<file path="src/hw/sso_map.svh">
`ifndef SSO_MAP_SVH
`define SSO_MAP_SVH
// register byte offsets
`define SSO_OFF_ASSIGN 8'h00
`define SSO_OFF_BRKDLY 8'h04
`define SSO_OFF_POSWIN 8'h08
`define SSO_OFF_ZERO   8'h0c
`define SSO_OFF_STATUS 8'h10
// pin assignment field positions
`define SSO_PIN_A_LSB  0
`define SSO_PIN_B_LSB  4
`define SSO_PIN_C_LSB  8
`define SSO_SEL_W      4
// reset values
`define SSO_BRKDLY_RST 16'h0064
`define SSO_POSWIN_RST 16'h0064
`define SSO_ZERO_RST   16'h0032
// speed figures in r/min, and the speed-reached divisor
`define SSO_ZERO_HYST  16'h0014
`define SSO_REACH_BASE 17'h00014
`define SSO_REACH_DIV  17'h00014
`define SSO_REACH_LOW  16'h0014
// power-on window in ms, and clock figures
`define SSO_PON_MIN_MS 2500
`define SSO_PON_MAX_MS 3500
`define SSO_CLK_PS     5000
`define SSO_MS_PS      1000000000
`endif

</file>
<file path="src/hw/sso_pkg.sv">
`default_nettype none
package sso_pkg;
  // status devices that a pin can carry
  typedef enum logic [3:0] {
    SSO_DEV_NONE, SSO_DEV_BRAKE, SSO_DEV_MALF, SSO_DEV_INPOS,
    SSO_DEV_DYNBRK, SSO_DEV_READY, SSO_DEV_SPDREACH,
    SSO_DEV_SPDLIM, SSO_DEV_ZERO
  } sso_dev_e;
  // control mode of the drive
  typedef enum logic [1:0] {
    SSO_MODE_POS, SSO_MODE_SPD, SSO_MODE_TRQ, SSO_MODE_CONT_TRQ
  } sso_mode_e;
  // drive state seen by the block
  typedef struct packed {
    logic              servo_on;
    logic              drive_ready;
    logic              alarm;
    logic              base_shut;
    sso_mode_e         mode;
    logic signed [15:0] droop;
    logic signed [15:0] speed;
    logic signed [15:0] set_speed;
    logic [15:0]       speed_limit;
  } sso_drive_s;
  // one bit per status device
  typedef struct packed {
    logic zero;
    logic spd_lim;
    logic spd_reach;
    logic ready;
    logic dynbrk;
    logic inpos;
    logic malf;
    logic brake;
  } sso_dev_s;
endpackage : sso_pkg
`default_nettype wire

</file>
<file path="src/hw/sso_status_outputs.sv">
// How it works
// - three pins, each device chosen by register
// - brake interlock off on servo-off or alarm
// - brake lock delay from delay register
// - malfunction off when base circuit shut
// - malfunction on 2.5-3.5 s after power-on
// - in-position while droop inside window
// - in-position unavailable outside position mode
// - ready once servo-on and drive ready
// - speed reached off while servo off
// - speed reached within set +-(5%+20)
// - set speed at most 20: always reached
// - speed reached only in speed mode
// - speed limiting when speed hits limit
// - speed limiting cleared while servo off
// - speed limiting only in torque modes
// - zero speed on at or below level
// - zero speed off at level plus 20
// - fixed 20 r/min zero-speed hysteresis
//
// Added by the designer: the Wishbone interface to the registers and the placing of the registers.
`include "sso_map.svh"
`timescale 1ns/1ps
`default_nettype none
module sso_status_outputs #(
  parameter int MS_CYCLES = `SSO_MS_PS / `SSO_CLK_PS
) (
  // clock and reset
  input  wire logic               clk_i,
  input  wire logic               rst_i,
  // wishbone slave
  input  wire logic               wb_cyc_i,
  input  wire logic               wb_stb_i,
  input  wire logic               wb_we_i,
  input  wire logic [7:0]         wb_adr_i,
  input  wire logic [3:0]         wb_sel_i,
  input  wire logic [31:0]        wb_dat_i,
  output logic [31:0]             wb_dat_o,
  output logic                    wb_ack_o,
  // drive state
  input  wire sso_pkg::sso_drive_s drive_i,
  // status pins and base hold
  output logic                    pin_a_o,
  output logic                    pin_b_o,
  output logic                    pin_c_o,
  output logic                    base_hold_o
);
  import sso_pkg::*;

  localparam logic [11:0] PON_MS =
    12'((`SSO_PON_MIN_MS + `SSO_PON_MAX_MS) / 2);

  logic [11:0]    assign_reg;
  logic [15:0]    brkdly_reg;
  logic [15:0]    poswin_reg;
  logic [15:0]    zero_lvl_reg;
  logic           ack_reg;
  logic [31:0]    rdata_reg;
  logic [17:0]    ms_cnt_reg;
  logic           ms_tick;
  logic [11:0]    pon_cnt_reg;
  logic           pon_done_reg;
  logic [15:0]    brk_cnt_reg;
  logic           brk_hold_reg;
  sso_dev_s       dev_reg;
  sso_dev_s       dev_next;
  logic [2:0]     pins_reg;
  logic [2:0]     pins_next;
  logic           brake_used;
  logic [15:0]    abs_speed;
  logic [15:0]    abs_set;
  logic [15:0]    abs_droop;
  logic [16:0]    reach_win;
  logic [16:0]    reach_diff;
  logic [15:0]    zero_off_lvl;
  logic           wb_req;
  logic [31:0]    status_word;

  // magnitude of a signed 16-bit value
  function automatic logic [15:0] mag16(input logic signed [15:0] v);
    mag16 = v[15] ? 16'(-v) : 16'(v);
  endfunction : mag16

  // magnitude of a signed 17-bit value
  function automatic logic [16:0] mag17(input logic signed [16:0] v);
    mag17 = v[16] ? 17'(-v) : 17'(v);
  endfunction : mag17

  // device bit selected by a pin's assignment code
  function automatic logic pick(input sso_dev_s d,
                                input logic [3:0] sel);
    case (sel)
      SSO_DEV_BRAKE:    pick = d.brake;
      SSO_DEV_MALF:     pick = d.malf;
      SSO_DEV_INPOS:    pick = d.inpos;
      SSO_DEV_DYNBRK:   pick = d.dynbrk;
      SSO_DEV_READY:    pick = d.ready;
      SSO_DEV_SPDREACH: pick = d.spd_reach;
      SSO_DEV_SPDLIM:   pick = d.spd_lim;
      SSO_DEV_ZERO:     pick = d.zero;
      default:          pick = 1'b0;
    endcase
  endfunction : pick

  // bus request without wait state handling on the master side
  assign wb_req   = wb_cyc_i && wb_stb_i && !ack_reg;
  assign wb_ack_o = ack_reg;
  assign wb_dat_o = rdata_reg;

  // ack one cycle after the request, dropped the cycle after
  always_ff @(posedge clk_i) begin
    if (rst_i) begin
      ack_reg <= 1'b0;
    end else begin
      ack_reg <= wb_req;
    end
  end

  // register writes honour byte selects; unmapped writes are dropped
  always_ff @(posedge clk_i) begin
    if (rst_i) begin
      assign_reg   <= {SSO_DEV_INPOS, SSO_DEV_MALF, SSO_DEV_BRAKE};
      brkdly_reg   <= `SSO_BRKDLY_RST;
      poswin_reg   <= `SSO_POSWIN_RST;
      zero_lvl_reg <= `SSO_ZERO_RST;
    end else if (wb_req && wb_we_i) begin
      case (wb_adr_i)
        `SSO_OFF_ASSIGN: begin
          if (wb_sel_i[0]) assign_reg[7:0]  <= wb_dat_i[7:0];
          if (wb_sel_i[1]) assign_reg[11:8] <= wb_dat_i[11:8];
        end
        `SSO_OFF_BRKDLY: begin
          if (wb_sel_i[0]) brkdly_reg[7:0]  <= wb_dat_i[7:0];
          if (wb_sel_i[1]) brkdly_reg[15:8] <= wb_dat_i[15:8];
        end
        `SSO_OFF_POSWIN: begin
          if (wb_sel_i[0]) poswin_reg[7:0]  <= wb_dat_i[7:0];
          if (wb_sel_i[1]) poswin_reg[15:8] <= wb_dat_i[15:8];
        end
        `SSO_OFF_ZERO: begin
          if (wb_sel_i[0]) zero_lvl_reg[7:0]  <= wb_dat_i[7:0];
          if (wb_sel_i[1]) zero_lvl_reg[15:8] <= wb_dat_i[15:8];
        end
        default: begin
        end
      endcase
    end
  end

  // live status word
  assign status_word = {19'h00000, brk_hold_reg, pon_done_reg,
                        pins_reg, dev_reg};

  // read data captured with the ack; unmapped reads give zero
  always_ff @(posedge clk_i) begin
    if (rst_i) begin
      rdata_reg <= 32'h0000_0000;
    end else if (wb_req) begin
      case (wb_adr_i)
        `SSO_OFF_ASSIGN: rdata_reg <= {20'h00000, assign_reg};
        `SSO_OFF_BRKDLY: rdata_reg <= {16'h0000, brkdly_reg};
        `SSO_OFF_POSWIN: rdata_reg <= {16'h0000, poswin_reg};
        `SSO_OFF_ZERO:   rdata_reg <= {16'h0000, zero_lvl_reg};
        `SSO_OFF_STATUS: rdata_reg <= status_word;
        default:         rdata_reg <= 32'h0000_0000;
      endcase
    end
  end

  // millisecond enable from the system clock
  always_ff @(posedge clk_i) begin
    if (rst_i || ms_tick) begin
      ms_cnt_reg <= 18'h00000;
    end else begin
      ms_cnt_reg <= ms_cnt_reg + 18'h00001;
    end
  end
  assign ms_tick = (ms_cnt_reg == 18'(MS_CYCLES - 1));

  // power-on delay counted from reset release, mid-window
  always_ff @(posedge clk_i) begin
    if (rst_i) begin
      pon_cnt_reg  <= 12'h000;
      pon_done_reg <= 1'b0;
    end else if (ms_tick && !pon_done_reg) begin
      pon_cnt_reg  <= pon_cnt_reg + 12'h001;
      pon_done_reg <= (pon_cnt_reg == PON_MS - 12'h001);
    end
  end

  // delay only runs when a pin really carries the brake interlock
  assign brake_used = (assign_reg[`SSO_PIN_A_LSB +: `SSO_SEL_W]
                       == SSO_DEV_BRAKE) ||
                      (assign_reg[`SSO_PIN_B_LSB +: `SSO_SEL_W]
                       == SSO_DEV_BRAKE) ||
                      (assign_reg[`SSO_PIN_C_LSB +: `SSO_SEL_W]
                       == SSO_DEV_BRAKE);

  // base stays energised for the lock delay after the brake drops,
  // so the load is held while the mechanical lock engages
  always_ff @(posedge clk_i) begin
    if (rst_i) begin
      brk_cnt_reg  <= 16'h0000;
      brk_hold_reg <= 1'b0;
    end else if (dev_reg.brake) begin
      brk_cnt_reg  <= brkdly_reg;
      brk_hold_reg <= brake_used && (brkdly_reg != 16'h0000);
    end else if (brk_hold_reg && ms_tick) begin
      brk_cnt_reg  <= brk_cnt_reg - 16'h0001;
      brk_hold_reg <= (brk_cnt_reg != 16'h0001);
    end
  end
  assign base_hold_o = brk_hold_reg;

  // magnitudes and the speed-reached window
  assign abs_speed    = mag16(drive_i.speed);
  assign abs_set      = mag16(drive_i.set_speed);
  assign abs_droop    = mag16(drive_i.droop);
  assign reach_win    = {1'b0, abs_set} / `SSO_REACH_DIV
                        + `SSO_REACH_BASE;
  assign reach_diff   = mag17(17'(drive_i.speed) -
                              17'(drive_i.set_speed));
  assign zero_off_lvl = zero_lvl_reg + `SSO_ZERO_HYST;

  // next value of every status device
  always_comb begin
    dev_next = '0;
    dev_next.brake  = drive_i.servo_on && !drive_i.alarm;
    dev_next.dynbrk = drive_i.servo_on && !drive_i.alarm;
    dev_next.malf   = pon_done_reg && !drive_i.alarm &&
                      !drive_i.base_shut;
    dev_next.inpos  = (drive_i.mode == SSO_MODE_POS) &&
                      (abs_droop <= poswin_reg);
    dev_next.ready  = drive_i.servo_on && drive_i.drive_ready &&
                      !drive_i.alarm;
    if (drive_i.servo_on && drive_i.mode == SSO_MODE_SPD) begin
      dev_next.spd_reach = (abs_set <= `SSO_REACH_LOW) ||
                           (reach_diff <= reach_win);
    end
    if (drive_i.servo_on && (drive_i.mode == SSO_MODE_TRQ ||
        drive_i.mode == SSO_MODE_CONT_TRQ)) begin
      dev_next.spd_lim = abs_speed >= drive_i.speed_limit;
    end
    if (dev_reg.zero) begin
      dev_next.zero = abs_speed < zero_off_lvl;
    end else begin
      dev_next.zero = abs_speed <= zero_lvl_reg;
    end
  end

  // routing of the devices onto the three pins
  for (genvar p = 0; p < 3; p++) begin : g_pin
    assign pins_next[p] =
      pick(dev_next, assign_reg[p*`SSO_SEL_W +: `SSO_SEL_W]);
  end

  // all devices and pins change together on the clock
  always_ff @(posedge clk_i) begin
    if (rst_i) begin
      dev_reg  <= '0;
      pins_reg <= 3'h0;
    end else begin
      dev_reg  <= dev_next;
      pins_reg <= pins_next;
    end
  end
  assign pin_a_o = pins_reg[0];
  assign pin_b_o = pins_reg[1];
  assign pin_c_o = pins_reg[2];
endmodule : sso_status_outputs
`default_nettype wire

</file>
<file path="config.mk">
export PLATFORM = sky130hd
export DESIGN_NAME = sso_status_outputs
export DESIGN_NICKNAME = d
export VERILOG_FILES = /design/src/hw/sso_pkg.sv /design/src/hw/sso_status_outputs.sv
export VERILOG_INCLUDE_DIRS = /design/src /design/src/hw
export SDC_FILE = /design/constraint.sdc
export NUM_CORES = 1
export LEC_CHECK = 0
export BUFFER_PORTS_ARGS = -buffer_cell sky130_fd_sc_hd__clkbuf_2
export CAP_MARGIN = 10
export CORE_MARGIN = 2
export CORE_UTILIZATION = 48
export CTS_CLUSTER_DIAMETER = 80
export CTS_CLUSTER_SIZE = 25
export DETAILED_ROUTE_END_ITERATION = 8
export GPL_TIMING_DRIVEN = 0
export PLACE_DENSITY = 0.68
export SLEW_MARGIN = 15
export SYNTH_ARGS = -nofsm -noshare
export SYNTH_HDL_FRONTEND = slang
export SYNTH_SLANG_ARGS = --single-unit
</file>
<file path="constraint.sdc">
create_clock -name clk_i -period 18.1 [get_ports clk_i]
set_input_delay 0 -clock clk_i [delete_from_list [all_inputs] [get_ports clk_i]]
set_output_delay 0 -clock clk_i [all_outputs]
set_load 0.03 [all_outputs]
</file>
After elaboration in Yosys (flattened, before gate mapping)
Cells that the tools add are included.
- magnitude comparators: 6
- divide/modulo/power cells: 1
- equality and inequality tests: 34
- multiplexer cells: 15
- reduce and logical (&&, ||, !) cells: 38
- $add $sub $neg: 10
- operator list (operator ; number):
    2-to-1 mux 16 bit ; 5
    one-hot mux 16 bit (5 select lines) ; 1
    == test 4 x 3 -> 1 bit, second input constant ; 12
    negation 16 bit ; 3
    less-or-equal comparator 16 bit ; 2
    == test 4 x 2 -> 1 bit, second input constant ; 6
    AND reduction 3 bit ; 8
    one-hot mux 1 bit (7 select lines) ; 3
    adder 18 x 1 -> 18 bit, second input constant ; 1
    == test 18 bit, second input constant ; 1
    adder 17 x 5 -> 17 bit, second input constant ; 1
    divider 16 x 5 -> 17 bit, second input constant ; 1
    less-or-equal comparator 17 bit ; 1
    2-to-1 mux 17 bit ; 1
    negation 17 bit ; 1
    subtractor 16 x 16 -> 17 bit ; 1
    adder 16 x 5 -> 16 bit, second input constant ; 1
    == test 8 x 4 -> 1 bit, second input constant ; 2
    >= comparator 16 bit ; 1
    less-or-equal comparator 16 x 5 -> 1 bit, second input constant ; 1
    < comparator 16 bit ; 1
    inequality test 16 x 1 -> 1 bit, second input constant ; 1
    nonzero test 16 bit ; 1
    subtractor 16 x 1 -> 16 bit, second input constant ; 1
    16 further kinds ; 47
- word-level logic and storage cells: 127
- register bits: 151
- bits of input ports: 119

Logic depth before layout (Yosys ltp)
Gate-level depths: netlist (run 1).
- depth in word-level cells: 8
- mapped depth: 34
- depth with buffers taken out: 30

Least setup slack after synthesis (run 1)
Ideal clock, no wire load.
- path kind: input-to-reg
- from: input drive_i[17] (netlist bit)
- to: register pins_reg[0]
- cell stages on the path: 33
- arrival: 6952 ps
- path slack: 11053 ps
- buffers on the path: 3
- setup time: 95 ps
- data required time: 18005 ps
- cells stage by stage: inv_1 ha_1 or4b_1 buf_2 nor4_1 a211oi_1 a221o_1 a311o_1 buf_6 nor4_2 o21ai_1 a41o_1 buf_6 and2_4 o41ai_2 o31a_4 o2111ai_2 a2111oi_4 nand2_1 o221a_2 ha_1 o21ai_0 xnor2_1 ha_1 a21o_1 a21o_1 a21oi_1 o21ai_0 a221oi_1 o21ai_0 a211oi_1 o21ai_0 a221oi_1
- word-level cells in the longest chain between the ends: 8
- RTL lines (item ; RTL line ; RTL):
    from (decl) ; sso_status_outputs.sv:41 ; input wire sso_pkg::sso_drive_s drive_i,
    negation 16 bit ; sso_status_outputs.sv:81 ; mag16 = v[15] ? 16'(-v) : 16'(v);
    2-to-1 mux 16 bit ; sso_status_outputs.sv:81 ;
    divider 16 x 5 -> 17 bit (no source line) ; -- ;
    adder 17 x 5 -> 17 bit (no source line) ; -- ;
    less-or-equal comparator 17 bit ; sso_status_outputs.sv:238 ; (reach_diff <= reach_win);
    logical OR 1 bit * ; sso_status_outputs.sv:237 ; dev_next.spd_reach = (abs_set <= `SSO_REACH_LOW) ||
    2-to-1 mux 1 bit * ; sso_status_outputs.sv:236 ; if (drive_i.servo_on && drive_i.mode == SSO_MODE_SPD) begin
    one-hot mux 1 bit (7 select lines) * ; sso_status_outputs.sv:92 ; case (sel)
    to (signal assigned) ; sso_status_outputs.sv:264 ; pins_reg <= pins_next;
    to (decl) ; sso_status_outputs.sv:67 ; logic [2:0] pins_reg;
Mark *: on every way between the ends. The rest lies on a longest branch, timed or not.
A chain may end at the register's enable or synchronous reset.

Final worst setup path (run 1)
Same ends and word-level chain as after synthesis.

==> results of run 1 <==
[how the worst min path moves through the flow]
stage,start,to,slack (ns),cells after the start
after floorplan,wb_dat_i[2],poswin_reg[2],0.12,1
after global placement,wb_dat_i[5],poswin_reg[5],0.31,2
after detailed placement,wb_dat_i[5],poswin_reg[5],0.30,2
after CTS,wb_stb_i,wb_dat_o[2],0.02,5
after global routing,drive_i[69],dev_reg[0],0.08,3
final,wb_stb_i,wb_dat_o[1],0.03,5
[power groups by stage]
stage / combinational, mW / clock (mW) / sequential [mW]
after floorplan: 0.267 / 0 / 0.312
after global placement: 0.348 / 0 / 0.310
after detailed placement: 0.355 / 0 / 0.310
after CTS: 0.361 / 0.353 / 0.303
after global routing: 0.406 / 0.368 / 0.303
final: 0.365 / 0.349 / 0.303
[worst reg2reg max path, cell delays in order, from the launching register on]
cell and delay (ns):
dfxtp_1 0.51, ha_1 0.29, inv_1 0.06, ha_1 0.21, a21boi_0 0.12, o21ai_0 0.15
a21boi_0 0.11, o21a_1 0.18, o21a_1 0.16, o21a_1 0.16, o21a_1 0.17, o21a_1 0.16
o21a_1 0.16, o21a_1 0.16, o21a_1 0.15, o21ai_0 0.20, a311oi_1 0.29, or4_1 0.47
a221oi_1 0.32
[per-stage QoR]
stage                     area (um2)  total power [mW]  instances
after floorplan                12000             0.579       1567
after global placement         12900             0.658       2002
after detailed placement       12900             0.665       2002
after CTS                      13700              1.02       2055
after global routing           13700              1.08       2055
final                          13700              1.02       2055
[cell usage in the layout, fill, tap and decap left out, types with 43 or more instances in the layout]
master,Yosys,routed
nor3_1,44,43
o21ai_0,65,65
nand2_1,96,96
dfxtp_1,135,135
nor2_1,224,224
ha_1,101,101
clkbuf_2,0,111
inv_1,99,99
a21oi_1,77,77
xnor2_1,98,98
mux2i_1,73,73
clkbuf_1,51,51
[routing by layer]
layer,share of wire [%],GRT usage [%],up-vias,wire [um]
li1,-,-,5895,-
met1,43,36.7,5636,15800
met2,46,46.7,512,16800
met3,6.9,3.39,97,2520
met4,3.4,9.62,0,1230
met5,0,0,-,0
[final cells by class]
class	count	area, um2	share of cell area (%)
Buffer	84	427	3.11
Clock buffer	18	439	3.20
Clock inverter	14	160	1.17
Inverter	101	379	2.76
Multi-Input combinational cell	1247	8460	61.6
Sequential cell	135	2700	19.7
Tap cell	324	405	2.95
Timing Repair Buffer	132	766	5.58
[kinds of logic (layout without fill, tap and decap cells)]
family / after synthesis / count (layout) / share of synthesized area (%)
AO/OA/AOI/OAI: 336 / 336 / 19.6
XOR/XNOR: 120 / 120 / 8.83
adder cells (fa/ha/maj): 104 / 104 / 11.0
buffers and inverters: 185 / 349 / 6.77
flip-flops: 135 / 135 / 22.7
multiplexers: 76 / 76 / 6.42
other: 2 / 17 / 0.0631
AND/OR/NAND/NOR: 594 / 594 / 24.6
==> results.md, run 1 <==
- Maximum operating frequency: 118 MHz
- Antenna cell count: 0
- Worst path max stage delay: 0.76 ns
- Core Util, Final: 56.5%
- Cell area after synthesis: 11900 um2
- Vias: 12100
- Ranking of synthesized cells by area: dfxtp_1 23%, ha_1 11%, xnor2_1 7.2%
- Pre-CTS setup slack: 9.44 ns
- WP depth: 33
- Nets: 1939
- R2R setup slack: 13.95 ns
- Combinational power share: 35.9%
- Crit Path Max Fanout: 10
- Setup ws final: 9.59 ns
- Global Route Usage Sum: 27.7%
- Worst setup path end: pins_reg[0]
- CP delay by family, top: compound AO/OA/AOI/OAI gates
- Max-Cap Viols: 0
- Setup TNS: 0 ns
- DRT Wirelength: 36.4 mm
- Main flop type after synthesis: dfxtp_1
- Die H: 161 um
- Worst Hold Slack: 0.0287 ns
- Core area: 24300 um2
- Drt wl/cell: 17.7 um
- Synthesized area per cell: 7.67 um2
- Initial Utilization: 48.9%
- Area grow syn2layout: 15.4%
- First-pass GRT wire length: 58.5 mm
- Reg2Reg Capture Point: pins_reg[0]
- Crit path kind: input port to flop
- Vias in the first global route: 11300
- Final min period: 8.51 ns
- Internal Power: 0.652 mW
- CTS tree: yes
- Max Slew Vio Count: 0
- DIE WIDTH: 161 um
- Number of fill cells in the layout: 2239
- Num rows: 57
- Vias per Instance: 5.91
- Worst-Skew Late Latency: 0.43 ns
- Worst Path Required: 18.42 ns
- Worst path slowest cell: nor4b_1
- CTS Buf Count: 17
- Startpoint Class: input port
- Number of H-tree levels: 4
- GP Congestion: 0.969
- Buf/Inv on CP: 4
- Share of cells above drive strength 1: 11.6%
- Syn Inst Count: 1552
- Flops & latches, synth: 135
- RSZ-0062 raised after global routing: false
- Hold crit path type: input port to flop
- Largest net degree at the start of global routing: 17
- Switching Share: 35.9%
- Clock Power Share: 34.3%
- Reg clk slew, reported paths: 0.06 ns
- Final Hold Viols: 0
- PortBufs: 111
- P per Cell Area: 74.1 nW/um2
- Worst-case reg-to-reg path depth: 18
- DR pass1 iterations: 5
- EDFF count, synth: 0
- Arr. time, crit path: 8.83 ns
- Clk buf depth: 2
- Worst Setup SP: drive_i[17]
- Worst Tran Pin Value: 1.00 ns
- Max VDD drop: 59.9 uV
- Yosys top cell area share: 22.7%
- Most used cell, CP: o21ai_0
- Warnings from Yosys: 0
- Final HPWL DP: 28.9 mm
- Tcrit/Tclk final: 47.0%
- P_sw: 0.365 mW
- Most common cell in the netlist: nor2_1
- Post-CTS setup buffers: 0
- Gr ovfl total: 0
- Initial antenna violation count: 0
- Max FFs per register: 18
- CP Capture Type: flop
- Final Setup Violations: 0
- Cts hold-fix bufs: 21
- Top Ports: 156
- CTS resizes: 0
- Synth cell types: 84
- Status: finished, final reports clean
- R2r startpoint: zero_lvl_reg[2]
- Final ANT Viol Nets: 0
- Cell taking the most area after synthesis: dfxtp_1
- Drt drc: 0
- Slew HR: 32.3%
- Register area share after synthesis: 22.7%
- Commonest cells in the netlist: 224 x nor2_1, 135 x dfxtp_1, 101 x ha_1
- Leak: 5.76 nW
- Clock Sinks: 135
- Layout Skew: 0.0138 ns
- Die footprint: 26100 um2
- Asr flop ratio synth: 0%
- Root Buffer: clkbuf_16
- 1st-iter DRT viols: 1095
- Seq pwr share: 29.8%
Power figures use the tool's default switching activity.
==> run 2: changes to the inputs <==
clock period = 8.7 ns   (was 18.1 ns; I/O delays follow)
==> run 2 against run 1 <==
Compared with the run above:
- first-iteration DRC count is 1.7% higher
- clock-buffer cell count stayed put
- non-clock buffer count stayed put
- total power is 110% higher
- sequential power is 110% higher
- die area stayed put
- register-to-register slack worse by 9.4 ns
- final area is 0.16% higher
- cell count stayed put
- largest power group unchanged
- highest routed layer unchanged
==> results.md, run 2 (synthesis results as in run 1) <==
- Final min period: 8.01 ns
- Gr ovfl total: 0 (unchanged)
- Slew HR: 32.2% (-0.16 points)
- P_sw: 0.763 mW (+110%)
- Hold Path Stages: 5 (unchanged)
- Initial Utilization: 48.9% (unchanged)
- Worst-Skew Late Latency: 0.43 ns (about the same)
- Most common cell after layout, fill and taps aside: nor2_1
- Final Total Pwr: 2.12 mW (+110%)
- CP Capture Type: flop
- Post-CTS setup buffers: 0 (unchanged)
- CTS Buf Count: 17 (unchanged)
- Number of fill cells in the layout: 2235 (-0.18%)
- Final Hold Viols: 0 (unchanged)
- Drt drc: 0 (unchanged)
- Reg clk slew, reported paths: 0.06 ns (about the same)
- Max Slew Vio Count: 0 (unchanged)
- CTS tree: yes
- Max FFs per register: 18 (unchanged)
- Drt wl/cell: 17.7 um (-0.17%)
- 1st-iter DRT viols: 1114 (+1.7%)
- First-pass GRT wire length: 58.5 mm (unchanged)
- Worst-case reg-to-reg path depth: 18 (unchanged)
- Vias: 12100 (-0.38%)
- Status: finished, final reports clean
- Final HPWL DP: 28.9 mm (unchanged)
- Num rows: 57 (unchanged)
- Clock Sinks: 135 (unchanged)
- Reg2Reg Capture Point: pins_reg[0]
- Die footprint: 26100 um2 (unchanged)
- Internal Power: 1.36 mW (+110%)
- Arr. time, crit path: 8.32 ns (-0.51 ns)
- Hold crit path type: input port to flop
- Worst Tran Pin Value: 1.00 ns (+0.00235 ns)
- Leak: 5.77 nW (about the same)
- Worst path max stage delay: 0.64 ns (-0.12 ns)
- GP Congestion: 0.969 (unchanged)
- Number of H-tree levels: 4 (unchanged)
- Area grow syn2layout: 15.6%
- Crit Path Max Fanout: 10 (unchanged)
- R2r startpoint: zero_lvl_reg[2]
- Clk buf depth: 2 (unchanged)
- Worst Path Required: 9.02 ns (-9.40 ns)
- Die H: 161 um (unchanged)
- DR pass1 iterations: 5 (unchanged)
- Seq pwr share: 29.7% (about the same)
- Hold Path End: wb_dat_o[1]
- Commonest cells after routing, fill and taps aside: 224 x nor2_1, 135 x dfxtp_1, 111 x clkbuf_2
- Initial antenna violation count: 0 (unchanged)
- Non-filler instance count after layout: 2055 (unchanged)
- Final Setup Violations: 0 (unchanged)
- P per Cell Area: 154 nW/um2 (+110%)
- DIE WIDTH: 161 um (unchanged)
- Nets: 1939 (unchanged)
- R2R setup slack: 4.52 ns (-9.43 ns)
- Crit path kind: input port to flop
- Top Ports: 156 (unchanged)
- RSZ-0062 raised after global routing: false
- Final instance area: 13800 um2 (+0.16%)
- DRT Wirelength: 36.3 mm (-0.17%)
- Vias per Instance: 5.89 (-0.38%)
- Final ANT Viol Nets: 0 (unchanged)
- Placed Instance Area: 12900 um2 (unchanged)
- Worst Hold Launch: wb_stb_i
- Vias in the first global route: 11300 (unchanged)
- Startpoint Class: input port
- Largest net degree at the start of global routing: 17 (unchanged)
- Most used cell, CP: o21ai_0
- Clock Power Share: 34.3% (about the same)
- Switching Share: 36.0% (+0.089 points)
- Tcrit/Tclk final: 92.0%
- Share of cells above drive strength 1: 11.8% (+0.23 points)
- Antenna cell count: 0 (unchanged)
- Worst path slowest cell: nor4_1
- Number of cells after detailed placement: 2002 (unchanged)
- Core area: 24300 um2 (unchanged)
- Max-Cap Viols: 0 (unchanged)
- Max VDD drop: 125 uV (+110%)
- Global Route Usage Sum: 27.7% (unchanged)
- Root Buffer: clkbuf_16
- Maximum operating frequency: 125 MHz
- PortBufs: 111 (unchanged)
- Layout Skew: 0.0160 ns (+0.00212 ns)
- Combinational power share: 36.0% (about the same)
[run 2: final cells by class]
cell class	count	area, um2	area share (%)
multi-input combinational	1247	8480	61.6
clock inverter	14	160	1.16
sequential	135	2700	19.6
clock buffer	18	439	3.19
buffer	84	427	3.10
tap	324	405	2.95
inverter	101	379	2.76
timing repair buffer	132	766	5.57
[run 2: worst max path at each step]
stage	start	endpoint	slack, ns	cells after the start
after floorplan	drive_i[17]	pins_reg[0]	1.65	33
final	drive_i[17]	pins_reg[0]	0.69	32
after CTS	drive_i[17]	pins_reg[0]	0.37	33
after global placement	drive_i[17]	pins_reg[0]	-0.07	33
after global routing	drive_i[17]	pins_reg[0]	0.16	34
after detailed placement	drive_i[17]	pins_reg[0]	0.04	33
[run 2: layer usage]
layer | GRT usage (%) | vias to the layer above | wire length [um]
met3 | 3.39 | 79 | 2290
met1 | 36.7 | 5616 | 16000
li1 | - | 5893 | -
met4 | 9.62 | 0 | 1170
met5 | 0 | - | 0
met2 | 46.7 | 506 | 16900
[run 2: power groups by stage]
stage / combinational (mW) / clock (mW) / sequential, mW
floorplan: 0.555 / 0 / 0.649
global placement: 0.724 / 0 / 0.644
detailed placement: 0.739 / 0 / 0.644
CTS: 0.752 / 0.735 / 0.630
global route: 0.848 / 0.766 / 0.631
finish: 0.763 / 0.728 / 0.631
[run 2: metrics by stage]
| stage | setup TNS, ns | setup slack, ns | utilization [%] | hold slack [ns] |
|---|---|---|---|---|
| CTS | 0 | 0.372 | 56.5 | 0.0157 |
| floorplan | 0 | 1.65 | - | 0.118 |
| global placement | -0.0709 | -0.0709 | 53.1 | 0.314 |
| global route | 0 | 0.161 | 56.6 | 0.0776 |
| detailed placement | 0 | 0.0444 | 53.1 | 0.300 |
| finish | 0 | 0.694 | 56.6 | 0.0263 |
[run 2: critical path: cells and delay by family]
family / cells / cell delay [ns]
fa+ha+maj: 3 / 0.82
simple gates: 6 / 1.99
buf+inv: 4 / 0.70
compound gates: 17 / 4.35
xor+xnor: 1 / 0.19
mux: 1 / 0.26
[run 2: repair_timing]
action,in CTS,in global routing
endpoints found under the hold margin,53,0
setup endpoints to repair,0,3
resized for setup,0,4
hold buffers,21,0
==> run 3: changes to the inputs <==
ABC_AREA = 1   (was unset)
PLACE_DENSITY = 0.69   (was 0.68)
REMOVE_ABC_BUFFERS = 1   (was unset)
SLEW_MARGIN = 20   (was 15)
==> run 3 against run 2 <==
Compared with the run above:
- routed wire length is 15% lower
- non-clock buffer count down 69
- cell count is 1.1% higher
- combinational power up 97%
- critical path depth is 31 higher
- via count decreased by 6.4%
- final area fell by 7.2%
- critical path type unchanged
- highest routed layer unchanged
- clock-buffer cell count up 4
- clock skew shrank 0.0056 ns
==> results.md, run 3 <==
- Syn Inst Count: 1648 (+6.2%)
- Worst-Skew Late Latency: 0.43 ns (about the same)
- Status: finished, final reports clean
- DIE WIDTH: 156 um (-3.3%)
- Combinational power share: 52.3% (+16 points)
- Nets: 2001 (+3.2%)
- Arr. time, crit path: 7.22 ns (-1.10 ns)
- Worst Tran Pin Value: 1.14 ns (+0.135 ns)
- Drt drc: 0 (unchanged)
- Vias: 11300 (-6.4%)
- Reg clk slew, reported paths: 0.06 ns (about the same)
- RSZ-0062 raised after global routing: false
- CTS Buf Count: 17 (unchanged)
- Max VDD drop: 205 uV (+63%)
- Worst path max stage delay: 0.47 ns (-0.17 ns)
- Synthesized area per cell: 6.75 um2 (-12%)
- Setup ws final: 1.82 ns (+1.13 ns)
- Pre-CTS setup slack: 1.33 ns (+1.29 ns)
- Most common cell after layout, fill and taps aside: nand2_1
- Die H: 156 um (-3.3%)
- 1st-iter DRT viols: 827 (-26%)
- Initial antenna violation count: 0 (unchanged)
- Cell area after synthesis: 11100 um2 (-6.6%)
- Clk buf depth: 2 (unchanged)
- Crit Path Max Fanout: 8 (-2)
- Drt wl/cell: 14.8 um (-16%)
- Num rows: 55 (-3.5%)
- Hold crit path type: input port to flop
- Number of H-tree levels: 4 (unchanged)
- Commonest cells in the netlist: 264 x nand2_1, 254 x inv_1, 137 x a21oi_1, 137 x nor2_1, 135 x dfxtp_1
- Initial Utilization: 49.0% (about the same)
- Slew HR: 23.4% (-8.8 points)
- DRT Wirelength: 30.7 mm (-15%)
- Cell taking the most area after synthesis: dfxtp_1
- Commonest cells after routing, fill and taps aside: 264 x nand2_1, 253 x inv_1, 137 x a21oi_1
- R2r startpoint: ms_cnt_reg[0]
- Vias in the first global route: 10400 (-7.8%)
- Final HPWL DP: 24.1 mm (-16%)
- Clock Sinks: 135 (unchanged)
- Most common cell in the netlist: nand2_1
- FF/Latch Area: 2700 um2 (unchanged)
- Main flop type after synthesis: dfxtp_1
- Antenna cell count: 0 (unchanged)
- Leak: 5.87 nW (+1.9%)
- Seq pwr share: 22.0% (-7.7 points)
- Final Hold Viols: 0 (unchanged)
- Area grow syn2layout: 14.8%
- Worst Path Required: 9.05 ns (+0.03 ns)
- Share of cells above drive strength 1: 12.9% (+1.1 points)
- Internal Power: 1.63 mW (+20%)
- DR pass1 iterations: 5 (unchanged)
- Vias per Instance: 5.45 (-7.4%)
- Max Slew Vio Count: 0 (unchanged)
- GP Congestion: 0.914 (-5.6%)
- Core area: 22700 um2 (-6.6%)
- Max FFs per register: 18 (unchanged)
- Startpoint Class: input port
- Worst Setup SP: drive_i[17]
- Clock Power Share: 25.8% (-8.5 points)
- P per Cell Area: 225 nW/um2 (+46%)
- Largest net degree at the start of global routing: 86 (+69)
- Maximum operating frequency: 145 MHz (+16%)
- Tcrit/Tclk final: 79.0% (-13 points)
- Crit path kind: input port to flop
- Ranking of synthesized cells by area: dfxtp_1 24%, ha_1 11%, nand2_1 8.9%
- CTS tree: yes
- Non-filler instance count after layout: 2078 (+1.1%)
- Yosys top cell area share: 24.3% (+1.6 points)
- Gr ovfl total: 0 (unchanged)
- Asr flop ratio synth: 0% (unchanged)
- Final Setup Violations: 0 (unchanged)
- Top Ports: 156 (unchanged)
- Worst Hold Launch: wb_dat_i[10]
- Final min period: 6.88 ns (-1.13 ns)
- Warnings from Yosys: 0 (unchanged)
- Flops & latches, synth: 135 (unchanged)
- First-pass GRT wire length: 49.7 mm (-15%)
- Setup TNS: 0 ns (unchanged)
- Register area share after synthesis: 24.3% (+1.6 points)
- Multi-input gate area: 7230 um2 (-15%)
- PortBufs: 121 (+9.0%)
- EDFF count, synth: 0 (unchanged)
- Root Buffer: clkbuf_16
- Number of fill cells in the layout: 2184 (-2.3%)
- P_sw: 1.25 mW (+64%)
- Max-Cap Viols: 0 (unchanged)
- Final ANT Viol Nets: 0 (unchanged)
- Number of cells after detailed placement: 2022 (+1.0%)
- Final Total Pwr: 2.87 mW (+36%)
- Global Route Usage Sum: 25.3% (-2.4 points)
- CP Capture Type: flop
- Layout Skew: 0.0104 ns (-0.00560 ns)
- Worst path slowest cell: or4_1
- Synth cell types: 53 (-37%)
- Die footprint: 24400 um2 (-6.4%)
- Switching Share: 43.4% (+7.4 points)
-- run 3: changes by cell type after synthesis, moves of 20 or more --
cell,change
or3_1,-33
nand2_1,+168
nand3_1,+42
nor2_1,-87
nand2_2,+24
mux2i_1,-72
o21ai_0,+45
a21oi_1,+60
clkbuf_1,-20
inv_1,+155
xnor2_1,-80
a21o_1,-30
xor2_1,+47
-- run 3: metrics by stage --
| step | cell area, um2 | utilization, % | hold slack (ns) |
|---|---|---|---|
| after floorplan | 10900 | - | 0.0691 |
| after global placement | 11900 | 52.4 | 0.340 |
| after detailed placement | 11900 | 52.5 | 0.346 |
| after CTS | 12800 | 56.2 | 0.000556 |
| after global routing | 12800 | 56.2 | 0.0600 |
| final | 12800 | 56.2 | 0.0468 |
-- run 3: logic make-up (layout without fill, tap and decap cells) --
family / after synthesis / count (layout) / share of synthesized area [%]
and+or+nand+nor: 635 / 635 / 26.6
AOI/OAI and AO/OA: 366 / 366 / 19.2
buffers and inverters: 320 / 450 / 11.4
DFF: 135 / 135 / 24.3
adders and majority gates: 102 / 102 / 11.5
xor gates and xnor gates: 87 / 87 / 6.85
other: 2 / 17 / 0.0675
muxes: 1 / 1 / 0.0900
-- run 3: critical path, delay by kind of cell --
family,cells,cell delay [ns]
simple gates,48,4.97
buf+inv,5,0.43
fa+ha+maj,3,0.71
xor+xnor,1,0.19
compound gates,6,0.95
-- run 3: routing by layer --
layer | wire (um) | vias up | global-route usage, %
met5 | 0 | - | 0
met4 | 1180 | 0 | 9.65
met3 | 1900 | 76 | 3.67
met2 | 14100 | 372 | 43.6
met1 | 13600 | 5106 | 32.1
li1 | - | 5771 | -
-- run 3: path summary, 6_finish.rpt --
check                                        to  slack, ns  cells after the start
worst max-delay path                pins_reg[0]       1.82                     63
worst min register to register    ms_cnt_reg[0]       0.45                      1
worst min-delay path             brkdly_reg[10]       0.05                      3
worst max register to register  pon_cnt_reg[11]       5.09                     17
-- run 3: final cells by class --
type	instances	area share [%]
multi-input combinational	1208	56.6
sequential	135	21.2
inverter	271	7.99
timing repair buffer	147	6.72
clock buffer	22	3.56
tap	285	2.79
clock inverter	10	1.15
-- run 3: power by group through the flow --
stage          clock, mW  sequential [mW]  combinational [mW]
3_3_place_gp           0            0.645                1.46
2_1_floorplan          0            0.651                1.19
5_1_grt            0.771            0.633                1.73
3_5_place_dp           0            0.645                1.49
6_report           0.741            0.632                1.50
4_1_cts            0.746            0.632                1.51
-- run 3: what timing repair did --
action / CTS / global route
buffers inserted: 0 / 0
hold buffers: 24 / 0
endpoints found under the hold margin: 51 / 0
resized for setup: 0 / 0
